==> src/rtl/swsc_pkg.sv <==
// constants and types for the standby wake source bank
package swsc_pkg;
  localparam int          ADDR_W        = 4;
  localparam logic [3:0]  OFF_MODE_BANK = 4'h0;
  localparam logic [3:0]  OFF_CLEAR     = 4'h4;
  localparam logic [3:0]  OFF_IRQ_STAT  = 4'h8;
  localparam logic [3:0]  OFF_IRQ_MASK  = 4'hC;
  localparam int          NSRC          = 4;
  localparam int          MODE_LSB      = 4;
  localparam int          SEEN_LSB      = 2;
  localparam int          EN_LSB        = 0;
  localparam int          LANE_W        = 8;
  // reset value of each mode field: falling edge (bit 1 of the field set)
  localparam logic [2:0]  MODE_RESET    = 3'h2;
  localparam logic [2:0]  MODE_LOW      = 3'h0;
  localparam logic [2:0]  MODE_HIGH     = 3'h1;
  localparam logic [2:0]  MODE_FALL     = 3'h2;
  localparam logic [2:0]  MODE_RISE     = 3'h3;
  localparam logic [2:0]  MODE_BOTH     = 3'h4;
  localparam logic [1:0]  SEEN_NONE     = 2'h0;
  localparam logic [1:0]  SEEN_RISE     = 2'h1;
  localparam logic [1:0]  SEEN_FALL     = 2'h2;
  localparam logic [1:0]  SEEN_BOTH     = 2'h3;
  // clear codes; source index = code - CLR_BASE
  localparam logic [4:0]  CLR_BASE      = 5'h08;
  localparam logic [4:0]  CLR_LAST      = 5'h0B;
  localparam logic [1:0]  RESP_OKAY     = 2'h0;
  localparam logic [1:0]  RESP_SLVERR   = 2'h2;
  typedef enum logic [1:0] {SWSC_IDLE = 2'b00, SWSC_RESP = 2'b01} swsc_state_t;
endpackage

==> src/rtl/swsc_axil.sv <==
// AXI4-Lite slave front end: write and read channel handshakes
`timescale 1ns/100ps
module swsc_axil (
  input  wire logic        aclk,     // system clock
  input  wire logic        aresetn,  // sync reset, active low
  input  wire logic        awvalid,  // write address valid
  output logic             awready,  // write address ready
  input  wire logic [3:0]  awaddr,   // write address
  input  wire logic        wvalid,   // write data valid
  output logic             wready,   // write data ready
  input  wire logic [31:0] wdata,    // write data
  input  wire logic [3:0]  wstrb,    // write strobes
  output logic             bvalid,   // write response valid
  input  wire logic        bready,   // write response ready
  output logic [1:0]       bresp,    // write response
  input  wire logic        arvalid,  // read address valid
  output logic             arready,  // read address ready
  input  wire logic [3:0]  araddr,   // read address
  output logic             rvalid,   // read data valid
  input  wire logic        rready,   // read data ready
  output logic [31:0]      rdata,    // read data
  output logic [1:0]       rresp,    // read response
  output logic             wr_go,    // one-cycle write strobe
  output logic [3:0]       wr_addr,  // write address
  output logic [31:0]      wr_data,  // write data
  output logic [3:0]       wr_strb,  // write strobes
  input  wire logic        wr_err,   // write address unmapped
  output logic [3:0]       rd_addr,  // read address, combinational
  output logic             rd_go,    // read taken this cycle
  input  wire logic [31:0] rd_val,   // read value for rd_addr
  input  wire logic        rd_err    // read address unmapped
);
  logic have_aw;
  logic have_w;

  assign rd_addr = araddr;
  assign rd_go   = arvalid && arready;

  // readies come from flops: low from their own handshake until the response is taken
  always_ff @(posedge aclk) begin
    if (!aresetn) begin
      awready <= 1'b1;
      wready  <= 1'b1;
    end else if (bvalid && bready) begin
      awready <= 1'b1;
      wready  <= 1'b1;
    end else begin
      if (awvalid && awready) awready <= 1'b0;
      if (wvalid && wready) wready <= 1'b0;
    end
  end

  always_ff @(posedge aclk) begin
    if (!aresetn) arready <= 1'b1;
    else if (arvalid && arready) arready <= 1'b0;
    else if (rvalid && rready) arready <= 1'b1;
  end

  always_ff @(posedge aclk) begin
    if (!aresetn) begin
      have_aw <= 1'b0;
      have_w  <= 1'b0;
      wr_addr <= 4'h0;
      wr_data <= 32'h0;
      wr_strb <= 4'h0;
    end else begin
      if (awvalid && awready) begin
        have_aw <= 1'b1;
        wr_addr <= awaddr;
      end
      if (wvalid && wready) begin
        have_w  <= 1'b1;
        wr_data <= wdata;
        wr_strb <= wstrb;
      end
      if (wr_go) begin
        have_aw <= 1'b0;
        have_w  <= 1'b0;
      end
    end
  end

  assign wr_go = have_aw && have_w && !bvalid;

  always_ff @(posedge aclk) begin
    if (!aresetn) begin
      bvalid <= 1'b0;
      bresp  <= swsc_pkg::RESP_OKAY;
    end else if (wr_go) begin
      bvalid <= 1'b1;
      bresp  <= wr_err ? swsc_pkg::RESP_SLVERR : swsc_pkg::RESP_OKAY;
    end else if (bready) begin
      bvalid <= 1'b0;
    end
  end

  always_ff @(posedge aclk) begin
    if (!aresetn) begin
      rvalid <= 1'b0;
      rdata  <= 32'h0;
      rresp  <= swsc_pkg::RESP_OKAY;
    end else if (rd_go) begin
      rvalid <= 1'b1;
      rdata  <= rd_val;
      rresp  <= rd_err ? swsc_pkg::RESP_SLVERR : swsc_pkg::RESP_OKAY;
    end else if (rready) begin
      rvalid <= 1'b0;
    end
  end
endmodule

==> src/rtl/swsc_detect.sv <==
// level/edge detector for one wake source
`timescale 1ns/100ps
module swsc_detect (
  input  wire logic       aclk,      // system clock
  input  wire logic       aresetn,   // sync reset, active low
  input  wire logic       src_in,    // wake source level
  input  wire logic [2:0] mode,      // detection mode
  input  wire logic       enable,    // wake enable
  input  wire logic       clear,     // clear pulse from clear code
  output logic            req,       // standby clear request
  output logic [1:0]      seen       // activity seen
);
  logic prev;
  logic rise;
  logic fall;
  logic hit;

  assign rise = src_in & ~prev;
  assign fall = ~src_in & prev;

  always_comb begin
    case (mode)
      swsc_pkg::MODE_LOW:  hit = ~src_in;
      swsc_pkg::MODE_HIGH: hit = src_in;
      swsc_pkg::MODE_FALL: hit = fall;
      swsc_pkg::MODE_RISE: hit = rise;
      swsc_pkg::MODE_BOTH: hit = rise | fall;
      default:             hit = 1'b0;
    endcase
  end

  always_ff @(posedge aclk) begin
    if (!aresetn) prev <= 1'b0;
    else prev <= src_in;
  end

  // request holds until cleared; a new hit in the clear cycle wins
  always_ff @(posedge aclk) begin
    if (!aresetn) req <= 1'b0;
    else if (enable && hit) req <= 1'b1;
    else if (clear) req <= 1'b0;
  end

  // only both-edge mode records which edge released standby
  always_ff @(posedge aclk) begin
    if (!aresetn) seen <= swsc_pkg::SEEN_NONE;
    else if (enable && mode == swsc_pkg::MODE_BOTH && (rise || fall))
      seen <= seen | (rise ? swsc_pkg::SEEN_RISE : swsc_pkg::SEEN_FALL);
    else if (clear) seen <= swsc_pkg::SEEN_NONE;
  end

  req_clear_a: assert property (@(posedge aclk) disable iff (!aresetn)
    (clear && !(enable && hit)) |=> !req) else $error("request not cleared");
  seen_mode_a: assert property (@(posedge aclk) disable iff (!aresetn)
    (mode != swsc_pkg::MODE_BOTH && $stable(mode) && seen == 2'h0) |=> seen == 2'h0)
    else $error("seen changed outside both-edge mode");
endmodule

==> src/rtl/swsc_top.sv <==
// wake source mode bank C: four standby release sources behind AXI4-Lite
//
// The AXI4-Lite slave port and the register addresses were decided locally.
`timescale 1ns/100ps
// Function
// - Bits 27-26 report the second remote receiver activity: none, rising, falling, both.
// - Bits 24, 16, 8 and 0 enable each source; 0 blocks and 1 passes its standby clear request.
// - Bits 22-20 select interrupt seven's low, high, falling, rising or both-edge detection; 101-111 are forbidden.
// - Bits 19-18 report interrupt seven's activity with the same encoding.
// - Bits 14-12 select interrupt six's detection in the same five codes, enable at bit 8.
// - Bits 11-10 report interrupt six's activity.
// - Bits 3-2 report the clock source's activity.
// - An activity field only gains bits while its mode is both edges 100; a clear code empties it in any mode.
// - A clear code for a source also resets its activity field to 00; an edge in the same cycle wins and is ORed into the old field.
// - Clear codes 0_1000 to 0_1011 select clock, six, seven and second receiver; 0_1100 up are forbidden.
module swsc_top (
  input  wire logic        aclk,                    // 100 MHz system clock
  input  wire logic        aresetn,                 // sync reset, active low
  input  wire logic        awvalid,                 // axi write address valid
  output logic             awready,                 // axi write address ready
  input  wire logic [3:0]  awaddr,                  // axi write address
  input  wire logic [2:0]  awprot,                  // axi protection, unused
  input  wire logic        wvalid,                  // axi write data valid
  output logic             wready,                  // axi write data ready
  input  wire logic [31:0] wdata,                   // axi write data
  input  wire logic [3:0]  wstrb,                   // axi write strobes
  output logic             bvalid,                  // axi write response valid
  input  wire logic        bready,                  // axi write response ready
  output logic [1:0]       bresp,                   // axi write response
  input  wire logic        arvalid,                 // axi read address valid
  output logic             arready,                 // axi read address ready
  input  wire logic [3:0]  araddr,                  // axi read address
  input  wire logic [2:0]  arprot,                  // axi protection, unused
  output logic             rvalid,                  // axi read data valid
  input  wire logic        rready,                  // axi read data ready
  output logic [31:0]      rdata,                   // axi read data
  output logic [1:0]       rresp,                   // axi read response
  input  wire logic        rtc_event,               // clock wake source
  input  wire logic        ext_irq_six,             // external interrupt six
  input  wire logic        ext_irq_seven,           // external interrupt seven
  input  wire logic        remote_receiver_b_event, // second remote receiver
  output logic [3:0]       standby_clear_req,       // per-source requests
  output logic             irq                      // level interrupt
);
  localparam int N = swsc_pkg::NSRC;

  logic [2:0]  mode [N];
  logic [N-1:0] en;
  logic [N-1:0] req;
  logic [1:0]  seen [N];
  logic [N-1:0] clr;
  logic [N-1:0] src;
  logic [N-1:0] req_d;
  logic [N-1:0] irq_stat;
  logic [N-1:0] irq_mask;
  logic        wr_go;
  logic [3:0]  wr_addr;
  logic [31:0] wr_data;
  logic [3:0]  wr_strb;
  logic        wr_err;
  logic [3:0]  rd_addr;
  logic        rd_go;
  logic [31:0] rd_val;
  logic        rd_err;
  logic [31:0] bank_val;
  logic        bank_wr;
  logic        clear_wr;
  logic        stat_wr;
  logic        mask_wr;

  // lane i holds source i: rtc, six, seven, remote b
  assign src = {remote_receiver_b_event, ext_irq_seven, ext_irq_six, rtc_event};

  function automatic logic mapped(input logic [3:0] a);
    mapped = (a == swsc_pkg::OFF_MODE_BANK) || (a == swsc_pkg::OFF_CLEAR)
          || (a == swsc_pkg::OFF_IRQ_STAT) || (a == swsc_pkg::OFF_IRQ_MASK);
  endfunction

  // bit position of each field inside a source's byte lane
  function automatic int mode_pos(input int lane);
    mode_pos = lane * swsc_pkg::LANE_W + swsc_pkg::MODE_LSB;
  endfunction

  function automatic int seen_pos(input int lane);
    seen_pos = lane * swsc_pkg::LANE_W + swsc_pkg::SEEN_LSB;
  endfunction

  function automatic int en_pos(input int lane);
    en_pos = lane * swsc_pkg::LANE_W + swsc_pkg::EN_LSB;
  endfunction

  swsc_axil u_bus (
    .aclk    (aclk),
    .aresetn (aresetn),
    .awvalid (awvalid),
    .awready (awready),
    .awaddr  (awaddr),
    .wvalid  (wvalid),
    .wready  (wready),
    .wdata   (wdata),
    .wstrb   (wstrb),
    .bvalid  (bvalid),
    .bready  (bready),
    .bresp   (bresp),
    .arvalid (arvalid),
    .arready (arready),
    .araddr  (araddr),
    .rvalid  (rvalid),
    .rready  (rready),
    .rdata   (rdata),
    .rresp   (rresp),
    .wr_go   (wr_go),
    .wr_addr (wr_addr),
    .wr_data (wr_data),
    .wr_strb (wr_strb),
    .wr_err  (wr_err),
    .rd_addr (rd_addr),
    .rd_go   (rd_go),
    .rd_val  (rd_val),
    .rd_err  (rd_err)
  );

  assign wr_err = !mapped(wr_addr);
  assign rd_err = !mapped(rd_addr);

  // one write strobe per register; the clear code and the interrupt
  // registers sit in byte lane 0 only
  assign bank_wr  = wr_go && wr_addr == swsc_pkg::OFF_MODE_BANK;
  assign clear_wr = wr_go && wr_addr == swsc_pkg::OFF_CLEAR && wr_strb[0];
  assign stat_wr  = wr_go && wr_addr == swsc_pkg::OFF_IRQ_STAT && wr_strb[0];
  assign mask_wr  = wr_go && wr_addr == swsc_pkg::OFF_IRQ_MASK && wr_strb[0];

  // mode and enable fields, one byte lane each; modes are not checked for
  // forbidden codes, which simply never match
  always_ff @(posedge aclk) begin
    if (!aresetn) begin
      for (int i = 0; i < N; i++) begin
        mode[i] <= swsc_pkg::MODE_RESET;
        en[i]   <= 1'b0;
      end
    end else if (bank_wr) begin
      for (int i = 0; i < N; i++) begin
        if (wr_strb[i]) begin
          mode[i] <= wr_data[mode_pos(i) +: 3];
          en[i]   <= wr_data[en_pos(i)];
        end
      end
    end
  end

  // clear code decode; codes outside the four sources do nothing here
  always_comb begin
    clr = '0;
    if (clear_wr && wr_data[4:0] >= swsc_pkg::CLR_BASE
        && wr_data[4:0] <= swsc_pkg::CLR_LAST)
      clr[2'(wr_data[4:0] - swsc_pkg::CLR_BASE)] = 1'b1;
  end

  for (genvar g = 0; g < N; g++) begin : g_src
    swsc_detect u_det (
      .aclk    (aclk),
      .aresetn (aresetn),
      .src_in  (src[g]),
      .mode    (mode[g]),
      .enable  (en[g]),
      .clear   (clr[g]),
      .req     (req[g]),
      .seen    (seen[g])
    );
  end

  // reserved bits (31,23,15,7 and 25,17,9,1) read zero
  always_comb begin
    bank_val = '0;
    for (int i = 0; i < N; i++) begin
      bank_val[mode_pos(i) +: 3] = mode[i];
      bank_val[seen_pos(i) +: 2] = seen[i];
      bank_val[en_pos(i)]        = en[i];
    end
  end

  always_comb begin
    case (rd_addr)
      swsc_pkg::OFF_MODE_BANK: rd_val = bank_val;
      swsc_pkg::OFF_IRQ_STAT:  rd_val = {28'h0, irq_stat};
      swsc_pkg::OFF_IRQ_MASK:  rd_val = {28'h0, irq_mask};
      default:                 rd_val = 32'h0;
    endcase
  end

  always_ff @(posedge aclk) begin
    if (!aresetn) standby_clear_req <= '0;
    else standby_clear_req <= req;
  end

  // interrupt status: rising request, write one to clear, set wins
  always_ff @(posedge aclk) begin
    if (!aresetn) req_d <= '0;
    else req_d <= req;
  end

  always_ff @(posedge aclk) begin
    if (!aresetn) irq_stat <= '0;
    else if (stat_wr)
      irq_stat <= (irq_stat & ~wr_data[N-1:0]) | (req & ~req_d);
    else
      irq_stat <= irq_stat | (req & ~req_d);
  end

  always_ff @(posedge aclk) begin
    if (!aresetn) irq_mask <= '0;
    else if (mask_wr)
      irq_mask <= wr_data[N-1:0];
  end

  always_ff @(posedge aclk) begin
    if (!aresetn) irq <= 1'b0;
    else irq <= |(irq_stat & irq_mask);
  end

  // source side: enables, request path and activity fields
  disabled_block_a: assert property (@(posedge aclk) disable iff (!aresetn)
    (!en[0] && !req[0]) |=> !req[0]) else $error("disabled source raised request");

  remote_block_a: assert property (@(posedge aclk) disable iff (!aresetn)
    (!en[3] && !req[3]) |=> !req[3]) else $error("disabled remote source raised request");

  req_out_a: assert property (@(posedge aclk) disable iff (!aresetn)
    req[1] |=> standby_clear_req[1]) else $error("request output lag wrong");

  req_drop_a: assert property (@(posedge aclk) disable iff (!aresetn)
    !req[3] |=> !standby_clear_req[3]) else $error("request output without request");

  // a clear with no edge in the same cycle must empty the field
  clear_seen_a: assert property (@(posedge aclk) disable iff (!aresetn)
    (clr[2] && $stable(src[2])) |=> seen[2] == swsc_pkg::SEEN_NONE) else $error("clear left activity");

  // register side: field writes, clear codes and read-back
  mode_write_a: assert property (@(posedge aclk) disable iff (!aresetn)
    (bank_wr && wr_strb[1]) |=> mode[1] == $past(wr_data[mode_pos(1) +: 3]))
    else $error("mode field write lost");

  mode_keep_a: assert property (@(posedge aclk) disable iff (!aresetn)
    !bank_wr |=> mode[2] == $past(mode[2])) else $error("mode field changed without a write");

  en_write_a: assert property (@(posedge aclk) disable iff (!aresetn)
    (bank_wr && wr_strb[3]) |=> en[3] == $past(wr_data[en_pos(3)]))
    else $error("enable bit write lost");

  code_hit_a: assert property (@(posedge aclk) disable iff (!aresetn)
    (clear_wr && wr_data[4:0] == swsc_pkg::CLR_BASE) |-> $onehot(clr) && clr[0])
    else $error("clock clear code missed");

  bad_code_a: assert property (@(posedge aclk) disable iff (!aresetn)
    (clear_wr && wr_data[4:0] > swsc_pkg::CLR_LAST) |-> clr == '0)
    else $error("prohibited clear code acted");

  reserved_zero_a: assert property (@(posedge aclk) disable iff (!aresetn)
    rd_go && rd_addr == swsc_pkg::OFF_MODE_BANK |=> rdata[31] == 1'b0 && rdata[25] == 1'b0)
    else $error("reserved bit not zero");

  reserved_low_a: assert property (@(posedge aclk) disable iff (!aresetn)
    rd_go && rd_addr == swsc_pkg::OFF_MODE_BANK |=> rdata[23] == 1'b0 && rdata[15] == 1'b0 && rdata[7] == 1'b0)
    else $error("reserved low bit not zero");

  seen_read_a: assert property (@(posedge aclk) disable iff (!aresetn)
    rd_go && rd_addr == swsc_pkg::OFF_MODE_BANK |=> rdata[27:26] == $past(seen[3]))
    else $error("activity field read wrong");

  seen_rtc_a: assert property (@(posedge aclk) disable iff (!aresetn)
    rd_go && rd_addr == swsc_pkg::OFF_MODE_BANK |=> rdata[seen_pos(0) +: 2] == $past(seen[0]))
    else $error("clock activity field read wrong");

  seen_six_a: assert property (@(posedge aclk) disable iff (!aresetn)
    rd_go && rd_addr == swsc_pkg::OFF_MODE_BANK |=> rdata[seen_pos(1) +: 2] == $past(seen[1]))
    else $error("six activity field read wrong");

  seen_seven_a: assert property (@(posedge aclk) disable iff (!aresetn)
    rd_go && rd_addr == swsc_pkg::OFF_MODE_BANK |=> rdata[seen_pos(2) +: 2] == $past(seen[2]))
    else $error("seven activity field read wrong");

  rd_err_a: assert property (@(posedge aclk) disable iff (!aresetn)
    (rd_go && rd_err) |=> rresp == swsc_pkg::RESP_SLVERR) else $error("unmapped read not refused");

  // interrupt side: sticky status, set wins, level output
  stat_set_a: assert property (@(posedge aclk) disable iff (!aresetn)
    (req[2] && !req_d[2]) |=> irq_stat[2]) else $error("status missed a request");

  stat_clear_a: assert property (@(posedge aclk) disable iff (!aresetn)
    (stat_wr && wr_data[1] && !(req[1] && !req_d[1])) |=> !irq_stat[1])
    else $error("status bit not cleared");

  mask_write_a: assert property (@(posedge aclk) disable iff (!aresetn)
    mask_wr |=> irq_mask == $past(wr_data[N-1:0])) else $error("mask write lost");

  irq_on_a: assert property (@(posedge aclk) disable iff (!aresetn)
    (|(irq_stat & irq_mask)) |=> irq) else $error("interrupt missing");

  irq_off_a: assert property (@(posedge aclk) disable iff (!aresetn)
    !(|(irq_stat & irq_mask)) |=> !irq) else $error("interrupt without cause");
endmodule

==> config.mk <==
export PLATFORM = sky130hd
export DESIGN_NAME = swsc_top
export DESIGN_NICKNAME = d
export VERILOG_FILES = /design/src/rtl/swsc_pkg.sv /design/src/rtl/swsc_axil.sv /design/src/rtl/swsc_detect.sv /design/src/rtl/swsc_top.sv
export SDC_FILE = /design/constraint.sdc
export NUM_CORES = 1
export LEC_CHECK = 0
export ABC_AREA = 1
export BUFFER_PORTS_ARGS = -buffer_cell sky130_fd_sc_hd__buf_2
export CAP_MARGIN = 10
export CORE_ASPECT_RATIO = 1.5
export CORE_MARGIN = 8
export CORE_UTILIZATION = 53
export CTS_CLUSTER_DIAMETER = 30
export DETAILED_ROUTE_END_ITERATION = 12
export PLACE_DENSITY = 0.83
export SYNTH_ARGS = -nofsm -noshare
export SYNTH_HDL_FRONTEND = slang
export SYNTH_SLANG_ARGS = --single-unit
==> constraint.sdc <==
create_clock -name aclk -period 1.5 [get_ports aclk]
set_clock_uncertainty 0.1 [all_clocks]
set_input_delay 0.15 -clock aclk [delete_from_list [all_inputs] [get_ports aclk]]
set_output_delay 0.15 -clock aclk [all_outputs]
set_load 0.1 [all_outputs]
Yosys cells after proc, flatten, opt, wreduce, memory -nomap -nowiden:

Memories as Yosys holds them, arrays and structs flattened.
Index checks and enable logic that the tools add are counted.

* $lt $le $gt $ge: 4
* bitwise operators: 36
* equality and inequality tests: 22
* reduce and logical (&&, ||, !) cells: 64
* mux-type cells: 58
* add/subtract/negate cells: 1

Operators by type and width (number)
* 31-bit case mux with 3 select lines: 1
* 1-bit two-way mux: 32
* 1-bit logical AND: 29
* 2-bit two-way mux: 14
* 3-bit by 2-bit equality test with 1-bit output, second input constant: 8
* 2-bit nonzero test: 11
* 1-bit case mux with 5 select lines: 4
* 4-bit equality test, second input constant: 4
* 4-bit AND: 3
* 3-bit by 1-bit equality test with 1-bit output, second input constant: 4
* 3-bit equality test, second input constant: 4
* 3-bit logical NOT: 4
* 3-bit two-way mux: 4
* 1-bit logical OR: 10
* 1-bit NOT: 9
* 1-bit AND: 8
* 4-bit by 3-bit equality test with 1-bit output, second input constant: 2
* 4-bit logical NOT: 2
* 4-bit two-way mux: 2
* 4-bit NOT: 2
* 1-bit OR: 8
* 2-bit OR: 4
* 4-bit OR: 2
* 2-bit AND reduction: 4
* 9 further kinds: 10

* register bits after elaboration: 115
* word-level logic and storage cells: 219
* output and inout bits: 46
* memory bits (writable): 12
* memories kept: 1
* bits of input ports: 61

Memory list
* mode: depth 4, width 3, read ports 4, clocked after memory_dff 0, write ports 4, line swsc_top.sv:47 `logic [2:0] mode [N];`

Longest topological paths before layout:

Gate-level depths: netlist of run 1.

* depth after elaboration: 9
* mapped depth: 8
* depth with buffers taken out: 8

By module:

From an unflattened synthesis of run 1, not the netlist that was laid out.

* cells, all modules: 744
* area total of the unflattened synthesis: 5392.7 um2

Modules (own cells, without submodules)
* swsc_axil: cells each 363, instances 1, area each 2885.3 um2, sequential area each 1621.6 um2
* swsc_top: cells each 221, instances 1, area each 1516.5 um2, sequential area each 700.7 um2
* swsc_detect: cells each 40, instances 4, area each 247.7 um2, sequential area each 80.1 um2

Worst setup path before layout of run 1:

Ideal clock, no wire load.

* path type: register to register
* start: register u_bus.arready
* end: register u_bus.rdata[24]
* path slack: -0.508 ns
* path buffers: 2
* arrival: 1.786 ns
* setup time: 0.122 ns
* period minus slack after synthesis: 2.008 ns
* data required time: 1.278 ns
* cell stages (with the launch flop): 6
* path through: dfxtp_1 nand2_1 inv_1 buf_2 buf_2 a21oi_1

* word-level cells in the longest chain between the ends: 1

Ends and longest elaborated chain
* from (decl): line swsc_axil.sv:17 `output logic arready,`
* from (signal assigned): line swsc_axil.sv:54 `if (!aresetn) arready <= 1'b1;`
* from (signal assigned): line swsc_axil.sv:55 `else if (arvalid && arready) arready <= 1'b0;`
* from (signal assigned): line swsc_axil.sv:56 `else if (rvalid && rready) arready <= 1'b1;`
* 1-bit logical AND: line swsc_axil.sv:37 `assign rd_go = arvalid && arready;`
* to (signal assigned): line swsc_axil.sv:104 `rdata <= rd_val;`
* to (decl): line swsc_axil.sv:21 `output logic [31:0] rdata,`

No other way between the ends.
A chain may end at the register's enable or synchronous reset.

==> impl_metrics.py, run 1 <==
metrics = {
    "logic_synthesis": {
        "synth.most_common_cell": "nand2_1",
        "synth.distinct_cells": 29,
        "ys_warn_count": 0,
        "synth_area_leaders": "dfxtp_1, nand2_1, edfxtp_1",
        "synth_seq_area_share_pct": 49.72,
        "yosysTopAreaCell": "dfxtp_1",
        "netlist.area_leader.share_pct": 41.73,
        "ys_ff_latch": 106,
        "ys_async_sr_fraction_pct": 0,
        "synth-edff-count": 12,
        "synthCells": 584,
        "syn_area_per_cell_um2": 7.721,
        "ys.flop_type": "dfxtp_1",
        "netlist_area_um2": 4509,
        "synthTopCellsByCount": "nand2_1, dfxtp_1, inv_1",
    },
    "layout": {
        "fin_cells": 807,
        "utilization_pct": 67.89,
        "drive_gt1_share_pct": 21.29,
        "fin_area_um2": 5677,
        "num_antenna_cells": 0,
        "synthToLayoutAreaGrowth_pct": 25.89,
        "fin_nets": 764,
    },
    "placed_design": {
        "place_congestion": 0.8147,
        "dp_hpwl_um": 7772,
        "dp_slack_ns": -0.003801,
        "io_buffer_count": 78,
        "place_inst": 767,
        "placed_area_um2": 5110,
    },
    "pwr": {
        "power_leakage_nw": 2.607,
        "p_per_area_nw_per_um2": 1149,
        "irDropWorstVdd_uv": 721.4,
    },
    "clocking": {
        "clock_sinks": 106,
        "cts_max_level": 3,
        "cts_tree": "built",
        "clock_latency_ns": 0.34,
        "clock_path_buffers": 2,
        "clockRootBuffer": "clkbuf_16",
        "clk_pin_slew_ns": 0.06,
        "cts_made_buffers": 9,
    },
    "hold_path": {
        "hp-class": "primary input to register",
    },
    "setup_path": {
        "r2r_slack_ns": 0.05,
        "cp_data_required_time_ns": 1.49,
        "crit_path_end_kind": "register",
        "cp_max_fo": 7,
        "cp_data_arrival_time_ns": 1.44,
        "critPathKind": "register to register",
        "start_kind": "register",
    },
    "global_route": {
        "grt_max_degree": 49,
        "grt_overflow": 0,
        "antenna_found_initial": 0,
        "grtUsageTotal_pct": 17.61,
        "grt_pass1_vias": 3967,
        "grt_first_pass_wirelength_um": 17270,
    },
    "drt": {
        "drc_errors": 0,
        "vias": 4180,
        "wire_per_inst_um": 13.20,
        "routed_wl_um": 10650,
        "drtAntennaViolNets": 0,
        "viasPerCell": 5.180,
        "drt_iter0_drc": 264,
        "first_pass_iters": 6,
    },
    "die": {
        "die_y_um": 129.0,
        "design.portCount": 107,
        "rows": 41,
        "die_w_um": 91.32,
        "die-area_um2": 11780,
        "core_um2": 8362,
        "start_util_pct": 53.93,
    },
    "timing": {
        "hold_viol": 0,
        "rsz0062_at_grt": "yes",
        "finalSetupViolCount": 0,
        "fin_crit_sh_pct": 96.87,
        "fmax_mhz": 688.2,
        "slew_viol_final": 0,
        "setup_slack_ns": 0.04691,
        "layout_min_cycle_time_ns": 1.453,
    },
    "run": {
        "max-cap-violations": 0,
    },
    "run_status": {
        "status": "complete, no violations",
    },
}
==> cell usage in the layout (no fill, tap or decap), types with 5 or more instances in the layout <==
cell           netlist  layout
nand2_1            129     123
dfxtp_1             94      90
buf_2                9      78
inv_1               63      59
nor2_1              60      58
o21ai_0             56      56
a21oi_1             53      53
nand3_1             38      34
dlygate4sd3_1        0      21
buf_4               12      20
nand4_1             13      13
edfxtp_1            12      12
conb_1               1       9
clkbuf_16            0       9
ha_1                 8       8
nand2_2              1       6
or2_2                6       6
inv_2                2       5
==> through the flow <==
step                  TNS, ns  total power [mW]  hold slack [ns]
CTS                         0             6.536         0.002393
floorplan                   0             3.986           0.1435
detailed placement  -0.003801             4.233           0.2760
finish                      0             6.524         0.008100
global placement            0             4.201           0.2688
global route         -0.05286             6.772         0.008054
==> critical path, cell delays in order, from the launching register on <==
cell     delay [ns]
dfxtp_4        0.36
inv_4          0.06
nand3_4        0.09
nor3_4         0.16
buf_12         0.15
nand3_2        0.07
or2_1          0.23
==> flip-flops by register name, summed over array words and instances (netlist names) <==
name,cells
en,4
g_src.u_det.prev,4
g_src.u_det.req,4
g_src.u_det.seen,8
irq,1
irq_mask,4
irq_stat,4
mode,12
req_d,4
u_bus.arready,1
u_bus.awready,1
u_bus.bresp,1
u_bus.bvalid,1
u_bus.have_aw,1
u_bus.have_w,1
u_bus.rdata,25
u_bus.rresp,1
u_bus.rvalid,1
u_bus.wr_addr,4
u_bus.wr_data,19
u_bus.wr_strb,4
u_bus.wready,1
==> per-layer routing <==
| layer | up-vias | wire, µm | share of wire, % | global-route usage [%] |
|---|---|---|---|---|
| met5 | - | 0 | 0 | 0 |
| met4 | 0 | 272 | 2.6 | 7.357 |
| met3 | 29 | 665 | 6.2 | 5.070 |
| met2 | 144 | 5385 | 51 | 31.32 |
| met1 | 1901 | 4329 | 41 | 19.08 |
| li1 | 2106 | - | - | - |
==> logic make-up after synthesis <==
group / Yosys count / share of synthesized area [%]
AND/OR/NAND/NOR: 260 / 25.67
adder cells (fa/ha/maj): 8 / 2.220
flip-flops: 106 / 49.72
other: 1 / 0.08316
AO/OA/AOI/OAI: 112 / 12.60
buffers and inverters: 97 / 9.711
==> final timing paths <==
check                      from               end  depth (start not counted)
max reg2reg        u_bus.bvalid        mode[1][1]                          6
min reg2reg  g_src[1].u_det.req          req_d[1]                          2
min                   awaddr[2]  u_bus.wr_addr[2]                          3
max                u_bus.bvalid        mode[1][1]                          6
==> layout make-up <==
| cell class | instances | area [µm²] |
|---|---|---|
| fillers | 642 | 2685 |
| repair buffers | 124 | 845.8 |
| clock buffers | 14 | 254.0 |
| clock inverters | 2 | 37.54 |
| multi-input cells | 389 | 1904 |
| well taps | 107 | 133.9 |
| inverters | 65 | 246.5 |
| flip-flops and latches | 106 | 2255 |
==> power by group <==
part	internal (mW)	leakage, nW	switching [mW]
clock network	1.34	0.137	0.947
logic	0.287	1.59	0.854
registers	3.00	0.881	0.0910
total	4.63	2.61	1.89
==> timing repair <==
| item | 4_1_cts | 5_1_grt |
|---|---|---|
| endpoints found under the setup margin | 2 | 18 |
| gates resized for setup | 2 | 14 |
| pin swaps | 1 | 4 |
| buffers inserted | 0 | 3 |
| endpoints found under the hold margin | 22 | 0 |
| hold buffers | 21 | 0 |
No activity file was read; power rests on OpenSTA's default activity.
==> run 2: changes to the inputs <==
PLACE_DENSITY = 0.81   (was 0.83)
==> run 2 against run 1 <==
  * Fmax decreased by 1.6%
  * Utilization increased by 0.93 points
  * Critical path type unchanged
  * First-iteration DRC count increased by 5.3%
  * Cell count increased by 1.5%
  * Via count decreased by 0.84%
  * Power decreased by 2.7%
  * Count of clock-buffer cells in the layout decreased by 1
  * Wire length increased by 1.8%
  * Clock power decreased by 8%
  * Non-clock buffer count increased by 12
  * Largest cell class unchanged
  * Critical endpoint is now mode[2][1]
  * Worst setup slack got worse by 0.023 ns
==> impl_metrics.py, run 2 (synthesis gave the netlist of run 1 again) <==
metrics = {
    "run_status": {
        "status": "complete, no violations",
    },
    "die": {
        "die-area_um2": 11780,
        "core_um2": 8362,
        "die_w_um": 91.32,
        "design.portCount": 107,
        "die_y_um": 129.0,
        "rows": 41,
        "start_util_pct": 53.93,
    },
    "timing": {
        "fin_crit_sh_pct": 98.42,
        "layout_min_cycle_time_ns": 1.476,
        "hold_viol": 0,
        "rsz0062_at_grt": "yes",
        "fmax_mhz": 677.3,
        "whs_ns": 0.002715,
        "finalSetupViolCount": 0,
        "slew_viol_final": 0,
    },
    "clocking": {
        "clock_path_buffers": 2,
        "cts_tree": "built",
        "clk_pin_slew_ns": 0.06,
        "cts_max_level": 3,
        "cts_made_buffers": 9,
        "clock_latency_ns": 0.35,
        "clock_sinks": 106,
        "clockRootBuffer": "clkbuf_16",
    },
    "layout": {
        "num_antenna_cells": 0,
        "fin_cells": 819,
        "top_register": "u_bus.rdata",
        "layout_commonest_cell": "nand2_1",
        "synthToLayoutAreaGrowth_pct": 27.61,
        "final_cell_mix": "nand2_1, dfxtp_1, buf_2, inv_1, nor2_1",
        "reg.largest.list": "u_bus.rdata: 25 flops, u_bus.wr_data: 19 flops, mode: 12 flops",
        "largest_reg_flops": 25,
        "fin_nets": 776,
        "fillCellCount": 669,
        "utilization_pct": 68.82,
        "fin_area_um2": 5754,
        "drive_gt1_share_pct": 20.93,
    },
    "placed_design": {
        "placed_area_um2": 5090,
        "place_inst": 766,
        "dp_hpwl_um": 7548,
        "place_congestion": 0.8102,
        "io_buffer_count": 78,
    },
    "drt": {
        "viasPerCell": 5.061,
        "first_pass_iters": 5,
        "vias": 4145,
        "wire_per_inst_um": 13.24,
        "drtAntennaViolNets": 0,
        "drt_iter0_drc": 278,
        "drc_errors": 0,
        "routed_wl_um": 10840,
    },
    "setup_path": {
        "r2r_slack_ns": 0.02,
        "critPathKind": "register to register",
        "crit_path_start": "u_bus.bvalid",
        "reg2reg_from": "u_bus.bvalid",
        "cp_max_fo": 12,
        "start_kind": "register",
        "rr_worst_depth": 6,
        "cp_data_required_time_ns": 1.50,
        "cp_data_arrival_time_ns": 1.48,
        "crit_path_end_kind": "register",
    },
    "global_route": {
        "grt_pass1_vias": 4125,
        "grtUsageTotal_pct": 18.31,
        "antenna_found_initial": 0,
        "grt_max_degree": 49,
        "grt_first_pass_wirelength_um": 17740,
        "grt_overflow": 0,
    },
    "run": {
        "max-cap-violations": 0,
    },
    "hold_path": {
        "min_path_cells": 3,
        "hp-class": "primary input to register",
        "hp-start": "wdata[6]",
    },
    "pwr": {
        "power_leakage_nw": 2.640,
        "p_per_area_nw_per_um2": 1104,
        "irDropWorstVdd_uv": 934.7,
        "total_power_mw": 6.351,
    },
}
## run 2: changes by cell type in the layout (fill, tap and decap cells not counted), sizes merged
| cell | change |
|---|---|
| clkbuf | -1 |
| bufinv | -1 |
| dlygate4sd3 | +9 |
| dlymetal6s4s | +1 |
| buf | +2 |
| clkinv | +2 |
## run 2: path summary, 6_finish.rpt
| check | end |
|---|---|
| setup / recovery | mode[2][1] |
| hold / removal | u_bus.wr_data[6] |
| setup reg to reg | mode[2][1] |
| hold reg to reg | req_d[2] |
## run 2: where the power goes
| group | leakage (nW) | switching, mW | internal [mW] |
|---|---|---|---|
| clock | 0.124 | 0.974 | 1.12 |
| combinational | 1.64 | 0.861 | 0.306 |
| sequential | 0.881 | 0.0853 | 3.00 |
| total | 2.64 | 1.92 | 4.43 |
## run 2: worst max-delay path, cell delays in order (launching register included)
cell and delay, ns:
dfxtp_4 0.35, inv_4 0.06, nand3_4 0.09, nor3_4 0.16, buf_12 0.16, nand3_2 0.07
or2_1 0.23
## run 2: repair_timing
item | 4_1_cts | 5_1_grt
pin swaps | 1 | 5
buffers inserted | 1 | 5
gates resized for setup | 2 | 12
cloned | 0 | 0
hold endpoints to repair | 32 | 0
hold buffers | 31 | 0
endpoints found under the setup margin | 3 | 20
## run 2: metrics by stage
stage	setup TNS, ns	worst slack [ns]
2_1_floorplan	0	0.01136
3_5_place_dp	0	0.008000
3_3_place_gp	0	0.03273
5_1_grt	-0.1491	-0.04631
6_report	0	0.02364
4_1_cts	0	0.0001231
## run 2: layout make-up
cell class,count,area [µm²],share of cell area [%]
Multi-Input combinational cell,389,1908,33.16
Inverter,65,246.5,4.284
Timing Repair Buffer,136,953.4,16.57
Clock buffer,13,240.2,4.175
Clock inverter,3,17.52,0.3044
Tap cell,107,133.9,2.327
Sequential cell,106,2255,39.18
## run 2: per-layer routing
layer	vias up	GRT usage (%)	wire length [µm]
met5	-	0	0
met2	118	32.52	5558
met1	1896	19.37	4440
li1	2114	-	-
met4	0	8.325	202
met3	17	5.711	640
==> run 3: changes to the inputs <==
ABC_AREA = unset   (was 1)
PLACE_DENSITY = 0.79   (was 0.81)
==> run 3 against run 2 <==
  * The run now ends with negative setup slack left
  * Sequential cell count did not move
  * Cell count fell by 14%
  * Via count fell by 9.5%
  * Utilization rose by 2.2 points
  * Sequential share of layout area rose by 0.73 points
  * Power fell by 4.7%
  * Cell area fell by 1.8%
  * Count of clock-buffer cells in the layout rose by 2
  * Synthesized cell count fell by 19%
  * Synthesized area fell by 4.0%
==> impl_metrics.py, run 3 <==
metrics = {
    "run_status": {
        "status": "finished with violations",
        "violations": "negative setup slack",
    },
    "setup_path": {
        "cp_data_arrival_time_ns": 1.74,
        "crit_path_end_kind": "register",
        "cp_cell_sequence": "and3b_2 > nand3b_4 > or4_4 > o221a_1",
        "cp_slowest_cell": "or4_4",
        "cpPeakStageDelay_ns": 0.45,
        "cp_max_fo": 4,
        "critPathKind": "register to register",
        "cp_data_required_time_ns": 1.63,
        "start_kind": "register",
    },
    "logic_synthesis": {
        "ys_warn_count": 0,
        "synthTopCellsByCount": "dfxtp_1, nand2_1, a21oi_1",
        "synth-edff-count": 12,
        "syn_area_per_cell_um2": 9.191,
        "synth_seq_area_share_pct": 51.79,
        "synth_area_leaders": "dfxtp_1, edfxtp_1, nand2_1",
        "netlist.area_leader.share_pct": 43.47,
        "netlist_area_um2": 4329,
        "ys_async_sr_fraction_pct": 0,
        "ys_ff_latch": 106,
        "synth.distinct_cells": 45,
        "yosysTopAreaCell": "dfxtp_1",
        "synthCells": 471,
        "synth.most_common_cell": "dfxtp_1",
        "ys.flop_type": "dfxtp_1",
    },
    "clocking": {
        "clk_pin_slew_ns": 0.06,
        "cts_made_buffers": 9,
        "cts_max_level": 3,
        "clock_path_buffers": 2,
        "cts_tree": "built",
        "clock_latency_ns": 0.34,
        "clockRootBuffer": "clkbuf_16",
        "clock_sinks": 106,
    },
    "hold_path": {
        "hp-class": "primary input to register",
    },
    "global_route": {
        "antenna_found_initial": 1,
        "grt_max_degree": 34,
        "grtUsageTotal_pct": 18.81,
        "grt_overflow": 0,
        "grt_pass1_vias": 3733,
        "grt_first_pass_wirelength_um": 17540,
    },
    "die": {
        "rows": 40,
        "die_w_um": 89.80,
        "design.portCount": 107,
        "start_util_pct": 54.40,
        "core_um2": 7958,
        "die-area_um2": 11380,
        "die_y_um": 126.7,
    },
    "drt": {
        "drt_iter0_drc": 205,
        "routed_wl_um": 10630,
        "drtAntennaViolNets": 0,
        "vias": 3751,
        "viasPerCell": 5.306,
        "drc_errors": 0,
        "wire_per_inst_um": 15.03,
        "first_pass_iters": 5,
    },
    "timing": {
        "finalSetupViolCount": 7,
        "layout_min_cycle_time_ns": 1.610,
        "whs_ns": 0.009811,
        "hold_viol": 0,
        "fmax_mhz": 621.2,
        "rsz0062_at_grt": "yes",
        "setup_slack_ns": -0.1098,
        "fin_tns_setup_ns": -0.5370,
        "slew_viol_final": 0,
        "fin_crit_sh_pct": 107.3,
    },
    "layout": {
        "largest_reg_flops": 25,
        "drive_gt1_share_pct": 24.29,
        "final_cell_mix": "dfxtp_1, buf_2, nand2_1, a21oi_1, nor2_1",
        "utilization_pct": 70.99,
        "synthToLayoutAreaGrowth_pct": 30.49,
        "seq_area_um2": 2255,
        "top_register": "u_bus.rdata",
        "reg.largest.list": "u_bus.rdata: 25 flops, u_bus.wr_data: 19 flops, mode: 12 flops",
        "fillCellCount": 572,
        "fin_nets": 665,
        "multi_input_area_um2": 1937,
        "layout_commonest_cell": "dfxtp_1",
    },
    "placed_design": {
        "io_buffer_count": 78,
        "dp_slack_ns": -0.1132,
        "place_congestion": 0.8005,
        "dp_hpwl_um": 7503,
    },
    "pwr": {
        "irDropWorstVdd_uv": 706.3,
        "power_leakage_nw": 2.466,
        "p_per_area_nw_per_um2": 1071,
        "total_power_mw": 6.052,
    },
    "run": {
        "max-cap-violations": 0,
    },
}
[run 3: cell count changes in the layout (fill, tap and decap cells not counted), moves of 12 or more]
cell | before | now
nand4_1 | 13 | 1
a22oi_1 | 0 | 26
nand3_1 | 33 | 17
o21ai_0 | 56 | 23
a21oi_1 | 52 | 40
nor2_1 | 59 | 37
inv_1 | 61 | 14
nand2_1 | 124 | 64
[run 3: area by class of cell]
| class | count | area share [%] |
|---|---|---|
| diodes | 1 | 0.04430 |
| clock buffers | 15 | 5.293 |
| clock inverters | 1 | 0.08859 |
| inverters | 15 | 0.9967 |
| multi-input cells | 326 | 34.29 |
| flip-flops and latches | 106 | 39.91 |
| well taps | 105 | 2.326 |
| repair buffers | 138 | 17.05 |
[run 3: path summary, 6_finish.rpt]
check / startpoint / to / slack [ns] / cells past startpoint
hold / removal: bready / u_bus.awready / 0.01 / 3
setup reg to reg: u_bus.bvalid / g_src[1].u_det.seen[1] / -0.11 / 4
setup / recovery: u_bus.bvalid / g_src[1].u_det.seen[1] / -0.11 / 4
hold reg to reg: u_bus.wr_data[30] / u_bus.wr_data[30] / 0.35 / 2
[run 3: kinds of logic after synthesis]
family	synth area share, %
buf+inv	4.913
compound gates	15.46
flops	51.79
simple gates	21.76
fa+ha+maj	2.312
other cells	0.08662
mux	3.671
[run 3: routing by layer]
layer	vias to the layer above	global-route usage, %	wire length [µm]
met3	27	4.427	544
met1	1737	19.18	4145
met5	-	0	0
met4	0	10.61	312
met2	104	34.30	5624
li1	1883	-	-
[run 3: worst max-delay path, delay by kind of cell (launching register included)]
kind | cells | cell delay [ns]
AO/OA/AOI/OAI | 1 | 0.26
AND/OR/NAND/NOR | 3 | 0.80
flip-flops | 1 | 0.34
[run 3: power breakdown]
| group | switching, mW | internal (mW) |
|---|---|---|
| Clock | 0.964 | 1.36 |
| Sequential | 0.0540 | 2.94 |
| Combinational | 0.481 | 0.253 |
[run 3: through the flow]
step,cell area (µm²),instances
4_1_cts,5635,706
3_3_place_gp,4986,656
2_1_floorplan,4393,479
6_report,5649,707
5_1_grt,5649,707
3_5_place_dp,4986,656
[run 3: what timing repair did]
item / CTS / global route
pin swaps: 1 / 0
setup buffers: 1 / 0
setup endpoints to repair: 12 / 33
hold buffers: 33 / 0
resized for setup: 2 / 5
hold endpoints to repair: 34 / 0
